==> src/ctcc_pkg.sv <==
// Constants, field layouts and state types of the compare timer/counter control block.
// Assumes an AHB-Lite master, one system clock and an asynchronous active-low reset.
//
// Overview of operation
// - run_control 0 stops and clears the counter; 1 commands counting to start.
// - start_source_select picks software or external trigger start; no trigger in event mode.
// - trigger_both_edges honours one or both edges; only with trigger start, not event mode.
// - trigger_edge_polarity 0 means rising edge; also picks the counted edge for events.
// - pulse_mode_select 0 gives timer or event counter; 1 gives pulse output mode.
// - pulse_initial_polarity sets forward or reverse output level right after start.
// - block_soft_reset resets all but the prescale halve bit and zeroes pulse_output; live irq pulse survives.
// - output_flop_control write clears or sets the timer output flip-flop directly.
// - count_clock_select divides fc, halved option; 110 unused, 111 pin; pulse limits.
// - compare_register_count selects A, A+B or A+B+C; code 11 reserved.
// - trigger_input_disable 1 forces the trigger input to a constant low level.
// - Writes to compare B and C ignored unless pulse mode enables them.
// - With trigger start, writing 00 to start source and run halts counting.
// - Timer counts up; on equal to compare A it raises irq, clears, continues unless one_shot is set outside event mode.
package ctcc_pkg;

    // ------------------------------------------------------------
    // Widths and register map
    // ------------------------------------------------------------
    localparam int unsigned CNT_W   = 16;
    localparam int unsigned ADDR_W  = 8;
    localparam int unsigned DATA_W  = 32;
    localparam int unsigned PRE_W   = 13;

    localparam logic [7:0] OFS_CTRL1    = 8'h00;
    localparam logic [7:0] OFS_CTRL2    = 8'h04;
    localparam logic [7:0] OFS_CMPA     = 8'h08;
    localparam logic [7:0] OFS_CMPB     = 8'h0c;
    localparam logic [7:0] OFS_CMPC     = 8'h10;
    localparam logic [7:0] OFS_COUNT    = 8'h14;
    localparam logic [7:0] OFS_STATUS   = 8'h18;
    localparam logic [7:0] OFS_PRESCALE = 8'h1c;

    localparam logic [7:0]       CTRL1_RESET = 8'h00;
    localparam logic [7:0]       CTRL2_RESET = 8'h00;
    localparam logic [CNT_W-1:0] CMP_RESET   = 16'h0000;

    // ------------------------------------------------------------
    // Clock source and compare register codes
    // ------------------------------------------------------------
    localparam logic [2:0] CLK_SEL_DIV_MAX  = 3'h5;
    localparam logic [2:0] CLK_SEL_PULSE_LO = 3'h4;
    localparam logic [2:0] CLK_SEL_PULSE_HI = 3'h5;
    localparam logic [2:0] CLK_SEL_UNUSED   = 3'h6;
    localparam logic [2:0] CLK_SEL_PIN      = 3'h7;

    localparam logic [3:0] DIV_SHIFT_0 = 4'hb;
    localparam logic [3:0] DIV_SHIFT_1 = 4'h7;
    localparam logic [3:0] DIV_SHIFT_2 = 4'h5;
    localparam logic [3:0] DIV_SHIFT_3 = 4'h3;
    localparam logic [3:0] DIV_SHIFT_4 = 4'h2;
    localparam logic [3:0] DIV_SHIFT_5 = 4'h1;

    localparam logic [1:0] REGCNT_A   = 2'h0;
    localparam logic [1:0] REGCNT_AB  = 2'h1;
    localparam logic [1:0] REGCNT_ABC = 2'h2;

    // ------------------------------------------------------------
    // Register layouts and types
    // ------------------------------------------------------------
    typedef struct packed {
        logic block_soft_reset;
        logic pulse_initial_polarity;
        logic pulse_mode_select;
        logic one_shot;
        logic trigger_edge_polarity;
        logic trigger_both_edges;
        logic start_source_select;
        logic run_control;
    } ctcc_ctrl1_s;

    typedef struct packed {
        logic       reserved;
        logic       trigger_input_disable;
        logic [1:0] compare_register_count;
        logic [2:0] count_clock_select;
        logic       output_flop_control;
    } ctcc_ctrl2_s;

    typedef enum logic [1:0] {
        RUN_IDLE,
        RUN_WAIT_TRIG,
        RUN_COUNT
    } ctcc_run_e;

    typedef enum logic [3:0] {
        REG_CTRL1,
        REG_CTRL2,
        REG_CMPA,
        REG_CMPB,
        REG_CMPC,
        REG_COUNT,
        REG_STATUS,
        REG_PRESCALE,
        REG_NONE
    } ctcc_reg_e;

endpackage

==> src/ctcc_tick_gen.sv <==
// Prescaler that turns the system clock into count ticks for the timer.
// Assumes clear is held while the timer is idle so each run starts aligned.
`timescale 1ns/1ns
module ctcc_tick_gen (
    // Clock and reset
    input  wire logic       clk,
    input  wire logic       reset_n,
    // Configuration
    input  wire logic       clear,
    input  wire logic [2:0] clk_sel,
    input  wire logic       halve,
    input  wire logic       pulse_mode,
    // Tick out
    output logic            tick
);

    // ------------------------------------------------------------
    // Divider lookup
    // ------------------------------------------------------------
    function automatic logic [3:0] div_shift(input logic [2:0] sel);
        case (sel)
            3'h0:    div_shift = ctcc_pkg::DIV_SHIFT_0;
            3'h1:    div_shift = ctcc_pkg::DIV_SHIFT_1;
            3'h2:    div_shift = ctcc_pkg::DIV_SHIFT_2;
            3'h3:    div_shift = ctcc_pkg::DIV_SHIFT_3;
            3'h4:    div_shift = ctcc_pkg::DIV_SHIFT_4;
            default: div_shift = ctcc_pkg::DIV_SHIFT_5;
        endcase
    endfunction

    typedef struct packed {
        logic [ctcc_pkg::PRE_W-1:0] div;
        logic                       tick;
    } ctcc_tick_state_s;

    ctcc_tick_state_s s_q;
    ctcc_tick_state_s s_d;
    logic [3:0]                 shift;
    logic [ctcc_pkg::PRE_W-1:0] mask;
    logic                       allowed;

    always_comb begin
        s_d   = s_q;
        shift = div_shift(clk_sel) + {3'h0, halve};
        mask  = ctcc_pkg::PRE_W'((1 << shift) - 1);
        allowed = (clk_sel <= ctcc_pkg::CLK_SEL_DIV_MAX);
        if (pulse_mode) begin
            allowed = ((clk_sel == ctcc_pkg::CLK_SEL_PULSE_LO) && !halve) ||
                      (clk_sel == ctcc_pkg::CLK_SEL_PULSE_HI);
        end
        s_d.tick = 1'b0;
        if (clear) begin
            s_d.div = '0;
        end else begin
            s_d.div  = s_q.div + 1'b1;
            s_d.tick = allowed && ((s_q.div & mask) == mask);
        end
    end

    always_ff @(posedge clk or negedge reset_n) begin
        if (!reset_n) begin
            s_q <= '0;
        end else begin
            s_q <= s_d;
        end
    end

    assign tick = s_q.tick;

endmodule

==> src/ctcc_timer.sv <==
// Compare timer/counter control block with an AHB-Lite register slave.
// Assumes one AHB-Lite master whose hready is this slave's hreadyout,
// and an asynchronous trigger pin that is synchronised here.
//
// Local design decisions: the AHB-Lite slave port and the address map.
`timescale 1ns/1ns
module ctcc_timer (
    // Clock and reset
    input  wire logic                          clk,
    input  wire logic                          reset_n,
    // AHB-Lite slave
    input  wire logic                          hsel,
    input  wire logic [31:0]                   haddr,
    input  wire logic [1:0]                    htrans,
    input  wire logic                          hwrite,
    input  wire logic [2:0]                    hsize,
    input  wire logic [ctcc_pkg::DATA_W-1:0]   hwdata,
    input  wire logic                          hready,
    output logic                               hreadyout,
    output logic                               hresp,
    output logic [ctcc_pkg::DATA_W-1:0]        hrdata,
    // Pins
    input  wire logic                          trigger_pin,
    output logic                               pulse_output,
    output logic                               compare_match_irq
);

    // ------------------------------------------------------------
    // Address decode
    // ------------------------------------------------------------
    function automatic ctcc_pkg::ctcc_reg_e decode(input logic [ctcc_pkg::ADDR_W-1:0] a);
        case (a)
            ctcc_pkg::OFS_CTRL1:    decode = ctcc_pkg::REG_CTRL1;
            ctcc_pkg::OFS_CTRL2:    decode = ctcc_pkg::REG_CTRL2;
            ctcc_pkg::OFS_CMPA:     decode = ctcc_pkg::REG_CMPA;
            ctcc_pkg::OFS_CMPB:     decode = ctcc_pkg::REG_CMPB;
            ctcc_pkg::OFS_CMPC:     decode = ctcc_pkg::REG_CMPC;
            ctcc_pkg::OFS_COUNT:    decode = ctcc_pkg::REG_COUNT;
            ctcc_pkg::OFS_STATUS:   decode = ctcc_pkg::REG_STATUS;
            ctcc_pkg::OFS_PRESCALE: decode = ctcc_pkg::REG_PRESCALE;
            default:                decode = ctcc_pkg::REG_NONE;
        endcase
    endfunction

    // ------------------------------------------------------------
    // State
    // ------------------------------------------------------------
    typedef struct packed {
        ctcc_pkg::ctcc_ctrl1_s          ctrl1;
        ctcc_pkg::ctcc_ctrl2_s          ctrl2;
        logic                           halve;
        logic [ctcc_pkg::CNT_W-1:0]     cmp_a;
        logic [ctcc_pkg::CNT_W-1:0]     cmp_b;
        logic [ctcc_pkg::CNT_W-1:0]     cmp_c;
        logic [ctcc_pkg::CNT_W-1:0]     count;
        ctcc_pkg::ctcc_run_e            run;
        logic                           flop;
        logic                           pulse;
        logic                           irq;
        logic                           pin_meta;
        logic                           pin_sync;
        logic                           pin_prev;
        logic                           dp_valid;
        logic                           dp_write;
        logic [ctcc_pkg::ADDR_W-1:0]    dp_addr;
        logic                           rd_done;
        logic [ctcc_pkg::DATA_W-1:0]    rdata;
    } ctcc_state_s;

    ctcc_state_s s_q;
    ctcc_state_s s_d;

    logic                         pre_tick;
    logic                         pin_lvl;
    logic                         pin_rise;
    logic                         pin_fall;
    logic                         trig_edge;
    logic                         event_edge;
    logic                         event_mode;
    logic                         trig_start;
    logic                         count_tick;
    logic                         use_b;
    logic                         use_c;
    logic                         rd_stall;
    logic                         soft_reset;
    logic                         match_a;
    logic [ctcc_pkg::CNT_W-1:0]   count_inc;
    ctcc_pkg::ctcc_reg_e          wr_reg;
    ctcc_pkg::ctcc_reg_e          rd_reg;
    logic [ctcc_pkg::DATA_W-1:0]  rd_mux;

    // ------------------------------------------------------------
    // Prescaler
    // ------------------------------------------------------------
    ctcc_tick_gen u_tick_gen (
        .clk        (clk),
        .reset_n    (reset_n),
        .clear      (s_q.run == ctcc_pkg::RUN_IDLE),
        .clk_sel    (s_q.ctrl2.count_clock_select),
        .halve      (s_q.halve),
        .pulse_mode (s_q.ctrl1.pulse_mode_select),
        .tick       (pre_tick)
    );

    // ------------------------------------------------------------
    // Next state
    // ------------------------------------------------------------
    always_comb begin
        s_d = s_q;
        s_d.irq = 1'b0;

        // Two-flop synchroniser; only the second stage is looked at
        s_d.pin_meta = trigger_pin;
        s_d.pin_sync = s_q.pin_meta;
        pin_lvl    = s_q.pin_sync && !s_q.ctrl2.trigger_input_disable;
        s_d.pin_prev = pin_lvl;
        pin_rise   = pin_lvl && !s_q.pin_prev;
        pin_fall   = !pin_lvl && s_q.pin_prev;

        event_mode = !s_q.ctrl1.pulse_mode_select &&
                     (s_q.ctrl2.count_clock_select == ctcc_pkg::CLK_SEL_PIN);
        event_edge = s_q.ctrl1.trigger_edge_polarity ? pin_fall : pin_rise;
        trig_edge  = s_q.ctrl1.trigger_both_edges ? (pin_rise || pin_fall) : event_edge;
        // Trigger start not in event mode
        trig_start = s_q.ctrl1.start_source_select && !event_mode;
        count_tick = event_mode ? event_edge : pre_tick;

        use_b = s_q.ctrl1.pulse_mode_select &&
                ((s_q.ctrl2.compare_register_count == ctcc_pkg::REGCNT_AB) ||
                 (s_q.ctrl2.compare_register_count == ctcc_pkg::REGCNT_ABC));
        use_c = s_q.ctrl1.pulse_mode_select &&
                (s_q.ctrl2.compare_register_count == ctcc_pkg::REGCNT_ABC);

        match_a   = (s_q.count == s_q.cmp_a);
        count_inc = s_q.count + 1'b1;

        // Counter sequencing
        case (s_q.run)
            ctcc_pkg::RUN_IDLE: begin
                s_d.count = '0;
                if (s_q.ctrl1.run_control) begin
                    if (trig_start) begin
                        s_d.run = ctcc_pkg::RUN_WAIT_TRIG;
                    end else begin
                        s_d.run = ctcc_pkg::RUN_COUNT;
                        s_d.flop = s_q.ctrl1.pulse_initial_polarity;
                    end
                end
            end
            ctcc_pkg::RUN_WAIT_TRIG: begin
                if (trig_edge) begin
                    s_d.run = ctcc_pkg::RUN_COUNT;
                    s_d.flop = s_q.ctrl1.pulse_initial_polarity;
                end
            end
            ctcc_pkg::RUN_COUNT: begin
                if (count_tick) begin
                    if (match_a) begin
                        s_d.count = '0;
                        s_d.irq   = 1'b1;
                        if (s_q.ctrl1.pulse_mode_select) begin
                            s_d.flop = !s_q.flop;
                        end
                        // One-shot ends the run at the cycle end
                        if (s_q.ctrl1.one_shot && !event_mode) begin
                            s_d.ctrl1.run_control         = 1'b0;
                            s_d.ctrl1.start_source_select = 1'b0;
                            s_d.run                       = ctcc_pkg::RUN_IDLE;
                        end
                    end else begin
                        s_d.count = count_inc;
                        if ((use_b && (s_q.count == s_q.cmp_b)) ||
                            (use_c && (s_q.count == s_q.cmp_c))) begin
                            s_d.irq  = 1'b1;
                            s_d.flop = !s_q.flop;
                        end
                    end
                end
            end
            default: begin
                s_d.run = ctcc_pkg::RUN_IDLE;
            end
        endcase

        if (!s_q.ctrl1.run_control) begin
            s_d.run   = ctcc_pkg::RUN_IDLE;
            s_d.count = '0;
        end

        s_d.pulse = s_q.ctrl1.pulse_mode_select && s_q.flop;

        // --------------------------------------------------------
        // AHB-Lite address and data phases
        // --------------------------------------------------------
        // Reads take one wait state so hrdata can come from a register
        rd_stall = s_q.dp_valid && !s_q.dp_write && !s_q.rd_done;
        rd_reg   = decode(s_q.dp_addr);
        wr_reg   = ctcc_pkg::REG_NONE;
        if (s_q.dp_valid && s_q.dp_write) begin
            wr_reg = decode(s_q.dp_addr);
        end

        case (rd_reg)
            ctcc_pkg::REG_CTRL1: begin
                rd_mux = {24'h0, 1'b0, s_q.ctrl1[6:0]};
            end
            ctcc_pkg::REG_CTRL2: begin
                rd_mux = {24'h0, 1'b0, s_q.ctrl2[6:0]};
            end
            ctcc_pkg::REG_CMPA:     rd_mux = {16'h0, s_q.cmp_a};
            ctcc_pkg::REG_CMPB:     rd_mux = {16'h0, s_q.cmp_b};
            ctcc_pkg::REG_CMPC:     rd_mux = {16'h0, s_q.cmp_c};
            ctcc_pkg::REG_COUNT:    rd_mux = {16'h0, s_q.count};
            ctcc_pkg::REG_STATUS: begin
                rd_mux = {28'h0, s_q.pulse, s_q.flop,
                          (s_q.run == ctcc_pkg::RUN_WAIT_TRIG),
                          (s_q.run == ctcc_pkg::RUN_COUNT)};
            end
            ctcc_pkg::REG_PRESCALE: rd_mux = {31'h0, s_q.halve};
            default:                rd_mux = '0;
        endcase

        if (rd_stall) begin
            s_d.rdata   = rd_mux;
            s_d.rd_done = 1'b1;
        end else begin
            s_d.rd_done = 1'b0;
        end

        if (hready) begin
            s_d.dp_valid = hsel && htrans[1];
            s_d.dp_write = hwrite;
            s_d.dp_addr  = haddr[ctcc_pkg::ADDR_W-1:0];
        end

        // Register writes; software writes override the sequencer
        soft_reset = 1'b0;
        case (wr_reg)
            ctcc_pkg::REG_CTRL1: begin
                s_d.ctrl1  = ctcc_pkg::ctcc_ctrl1_s'(hwdata[7:0]);
                soft_reset = hwdata[7];
            end
            ctcc_pkg::REG_CTRL2: begin
                s_d.ctrl2          = ctcc_pkg::ctcc_ctrl2_s'(hwdata[7:0]);
                s_d.ctrl2.reserved = 1'b0;
                s_d.flop = hwdata[0];
            end
            ctcc_pkg::REG_CMPA: begin
                s_d.cmp_a = hwdata[ctcc_pkg::CNT_W-1:0];
            end
            ctcc_pkg::REG_CMPB: begin
                if (use_b) begin
                    s_d.cmp_b = hwdata[ctcc_pkg::CNT_W-1:0];
                end
            end
            ctcc_pkg::REG_CMPC: begin
                if (use_c) begin
                    s_d.cmp_c = hwdata[ctcc_pkg::CNT_W-1:0];
                end
            end
            ctcc_pkg::REG_PRESCALE: begin
                s_d.halve = hwdata[0];
            end
            default: begin
                s_d.halve = s_d.halve;
            end
        endcase

        if (soft_reset) begin
            s_d.ctrl1 = ctcc_pkg::CTRL1_RESET;
            s_d.ctrl2 = ctcc_pkg::CTRL2_RESET;
            s_d.cmp_a = ctcc_pkg::CMP_RESET;
            s_d.cmp_b = ctcc_pkg::CMP_RESET;
            s_d.cmp_c = ctcc_pkg::CMP_RESET;
            s_d.count = '0;
            s_d.run   = ctcc_pkg::RUN_IDLE;
            s_d.flop  = 1'b0;
            s_d.pulse = 1'b0;
        end
    end

    // ------------------------------------------------------------
    // State register
    // ------------------------------------------------------------
    always_ff @(posedge clk or negedge reset_n) begin
        if (!reset_n) begin
            s_q       <= '0;
            s_q.ctrl1 <= ctcc_pkg::CTRL1_RESET;
            s_q.ctrl2 <= ctcc_pkg::CTRL2_RESET;
            s_q.cmp_a <= ctcc_pkg::CMP_RESET;
            s_q.cmp_b <= ctcc_pkg::CMP_RESET;
            s_q.cmp_c <= ctcc_pkg::CMP_RESET;
            s_q.run   <= ctcc_pkg::RUN_IDLE;
        end else begin
            s_q <= s_d;
        end
    end

    // ------------------------------------------------------------
    // Outputs
    // ------------------------------------------------------------
    assign hreadyout         = !rd_stall;
    assign hresp             = 1'b0;
    assign hrdata            = s_q.rdata;
    assign pulse_output      = s_q.pulse;
    assign compare_match_irq = s_q.irq;

endmodule

==> config.mk <==
export PLATFORM = sky130hd
export DESIGN_NAME = ctcc_timer
export DESIGN_NICKNAME = d
export VERILOG_FILES = /design/src/ctcc_pkg.sv /design/src/ctcc_tick_gen.sv /design/src/ctcc_timer.sv
export SDC_FILE = /design/constraint.sdc
export NUM_CORES = 1
export LEC_CHECK = 0
export ABC_CLOCK_PERIOD_IN_PS = 4700
export BUFFER_PORTS_ARGS = -buffer_cell sky130_fd_sc_hd__buf_2
export CELL_PAD_IN_SITES_DETAIL_PLACEMENT = 1
export CELL_PAD_IN_SITES_GLOBAL_PLACEMENT = 2
export CORE_AREA = 4 4 152 154
export DETAILED_ROUTE_END_ITERATION = 7
export DIE_AREA = 0 0 156 158
export PLACE_DENSITY_LB_ADDON = 0.1
export SLEW_MARGIN = 15
export SYNTH_ARGS = -nofsm -noshare
export SYNTH_HDL_FRONTEND = slang
export SYNTH_SLANG_ARGS = --single-unit
==> constraint.sdc <==
create_clock -name clk -period 4.7 [get_ports clk]
set_input_delay 0.235 -clock clk [delete_from_list [all_inputs] [get_ports clk]]
set_output_delay 0.235 -clock clk [all_outputs]
set_load 0.005 [all_outputs]
==> results.toml <==
[worst_setup_path]
timing.rr.end = "u_tick_gen.tick$_DFF_PN0_"
path_class = "flop to flop"
worstReg2RegStart = "s_q[119]$_DFFE_PN0P_"
startpoint = "s_q[119]$_DFFE_PN0P_"
rr_worst_depth = 13
crit_chain = "or3b_2 > ha_1 > ha_1 > nor3_1 > nor3_1 > nand3_1 > ha_1 > nor3_1 > a22o_1 > nand2_1 > a31oi_1 > or3_1 > a211oi_1"
critPathTopFamily = "simple AND/OR/NAND/NOR gates"
crit_path_top_delay_cell = "dfrtp_1"
end_kind = "flop"
required_ns = 5.01
slowest_delay_ns = 0.58
crit_cells = 13
arrival_ns = 4.22
endpoint = "u_tick_gen.tick$_DFF_PN0_"
cp-start-kind = "flop"
r2r_slack_ns = 0.79
cp_max_fo = 13
critical_path_buf_inv_count = 0

[timing]
fmax_mhz = 256
layout_min_cycle_time_ns = 3.91
fin_skew_ns = 0.0190
slew_headroom_pct = 24.6
tightest_slew_ns = 1.13
rsz0062_at_grt = "no"
slew_violations = 0
layout_setup_ws_ns = 0.792
hold_violations = 0
setup_viol = 0
fin_setup_tns_ns = 0
whs_ns = 0.0361
fin_crit_sh_pct = 83.2

[place]
portBuffers = 49
hpwlAfterDp_um = 16500
place.gp.congestion = 0.865
dpl_worst_slack_ns = 0.783

[clock_tree]
cts_tree = "yes"
ctsLongestPathBuffers = 2
clock_latency_ns = 0.43
cts_inserted_buffers = 17
clk_pin_slew_ns = 0.06
h-tree-depth = 4
cts_root_buf = "clkbuf_16"
cts.sinks = 128
post_cts_buffers = 0

[synthesis]
synthCells = 768
synthesis.area_mm2 = 0.00749
yosysSeqAreaShare_pct = 42.8
synth_edf_count = 0
yosysWarningCount = 0
syn_avg_cell_area_um2 = 9.75
synth_cell_types = 56
async_flop_share_pct = 100
ys.flop_type = "dfrtp_1"
synth-seq-cells = 128

[grt]
grt_pass1_wl_um = 35300
antenna_found_initial = 0
grt_max_degree = 93
grtUsageTotal_pct = 18.8
grt_pass1_vias = 6047
overflow = 0

[drt]
via_per_inst = 5.21
post_drt_wl_per_cell_um = 20.7
drtAntennaViolNets = 0
post-route-drc-count = 0
drt_iter0_drc = 336
dr.pass1.iters = 4
wl_um = 22100
vias = 5559

[power_and_ir_drop]
power.total_mw = 3.32
power_leakage_nw = 3.87
max-vdd-ir-drop_v = 0.000194
power_density_mw_per_mm2 = 398

[cells_and_area]
seqCellArea_mm2 = 0.00320
nets = 861
syn2layout_area_growth_pct = 11.4
multi_input_area_mm2 = 0.00381
num-fill-cells = 2453
antenna_cells = 0
final_layout_size_suffix_gt1_share_pct = 15.4
final_cell_mix = "128 x dfrtp_1, 123 x nor2_1, 72 x mux2i_1"
layout_commonest_cell = "dfrtp_1"
final_util_pct = 38.5

[outcome]
outcome = "complete, no violations"

[die]
coreArea_mm2 = 0.0217
start_util_pct = 34.5
ioPinCount = 111
die_h_um = 158
die_area_mm2 = 0.0246
die_x_um = 156
rows = 54

[flow_run]
drv_cap = 0

[min_path]
hold_path_class = "input port to flop"
min_path_cells = 2
## worst reg2reg max path, stage by stage (launching register included)
cell	delay [ns]
dfrtp_1	0.58
or3b_2	0.49
ha_1	0.21
ha_1	0.23
nor3_1	0.51
nor3_1	0.17
nand3_1	0.12
ha_1	0.40
nor3_1	0.13
a22o_1	0.22
nand2_1	0.07
a31oi_1	0.08
or3_1	0.34
a211oi_1	0.24
## layer usage
metal  share of wire, %  global-route usage (%)  routed length, um  up-vias
met5                  0                       0                  0        -
met4                1.7                    5.46                367        0
met3                3.6                    3.20                796       23
met2                 45                    29.2              10000      105
met1                 49                    27.0              10900     2805
li1                   -                       -                  -     2626
## cell families (layout without fill, tap and decap cells)
group / Yosys count / count (layout) / synth area share (%)
compound gates: 88 / 88 / 8.09
xor+xnor: 74 / 74 / 8.66
fa+ha+maj: 11 / 11 / 1.84
buf+inv: 101 / 105 / 7.35
flops: 128 / 128 / 42.8
mux: 92 / 92 / 13.5
other cells: 1 / 17 / 0.0501
simple gates: 273 / 273 / 17.7
## Yosys cell counts, types with 3 or more instances
cell | number | area share [%]
dfrtp_1 | 128 | 43
nor2_1 | 123 | 6.2
mux2i_1 | 72 | 9.6
xor2_1 | 49 | 5.7
nand2_1 | 35 | 1.8
buf_4 | 34 | 3.4
clkbuf_1 | 34 | 1.7
xnor2_1 | 25 | 2.9
nand3_1 | 24 | 1.6
o21ai_0 | 19 | 1.3
a21oi_1 | 16 | 1.1
inv_1 | 15 | 0.75
nand4_1 | 15 | 1.3
mux2_2 | 14 | 2.1
and3_1 | 12 | 1.0
a221oi_1 | 11 | 1.3
buf_2 | 11 | 0.74
ha_1 | 11 | 1.8
nand2b_1 | 11 | 0.92
nor3_1 | 10 | 0.67
nor4_1 | 10 | 0.84
a31oi_1 | 9 | 0.75
and2_1 | 7 | 0.58
mux4_2 | 6 | 1.8
a22oi_1 | 4 | 0.40
buf_6 | 4 | 0.60
nor2b_1 | 4 | 0.33
or3_1 | 4 | 0.33
a211oi_1 | 3 | 0.30
a22o_1 | 3 | 0.35
buf_1 | 3 | 0.15
o211ai_1 | 3 | 0.30
o21a_1 | 3 | 0.30
o21bai_1 | 3 | 0.30
## where the power goes
part / internal, mW / switching [mW] / total (mW)
clock: 0.824 / 0.513 / 1.34
sequential: 1.21 / 0.116 / 1.32
combinational: 0.264 / 0.395 / 0.659
total: 2.29 / 1.02 / 3.32
## state kept, by name, indices dropped and copies added, names as in the netlist
register,count
u_tick_gen.s_q,13
u_tick_gen.tick,1
hrdata,16
s_d,1
compare_match_irq,1
pulse_output,1
s_q,95
## timing repair
action / in CTS / in global routing
endpoints found under the hold margin: 92 / 0
hold buffers: 2 / 0
resized for setup: 0 / 0
## per-stage QoR
step / instance area (um^2) / cells
3_3_place_gp: 7720 / 1034
6_report: 8340 / 1068
2_1_floorplan: 7550 / 784
3_5_place_dp: 7720 / 1034
4_1_cts: 8340 / 1068
5_1_grt: 8340 / 1068
## how the worst min path moves through the flow
stage | startpoint | endpoint | slack, ns
final | hwrite | s_q[41]$_DFFE_PN0P_ | 0.04
after detailed placement | s_d[44]$_DFF_PN0_ | s_q[44]$_DFF_PN0_ | 0.34
after floorplan | reset_n | compare_match_irq$_DFF_PN0_ | -0.06
after CTS | hwrite | s_q[41]$_DFFE_PN0P_ | 0.02
after global placement | s_d[44]$_DFF_PN0_ | s_q[44]$_DFF_PN0_ | 0.33
after global routing | haddr[7] | s_q[40]$_DFFE_PN0P_ | 0.03
## area by class of cell
class / count / area share (%)
multi-input cells: 555 / 45.6
flip-flops and latches: 128 / 38.4
clock buffers: 20 / 5.60
well taps: 280 / 4.20
repair buffers: 58 / 3.89
clock inverters: 12 / 1.59
inverters: 15 / 0.675
Note: power is estimated with default switching activity, not from simulation.
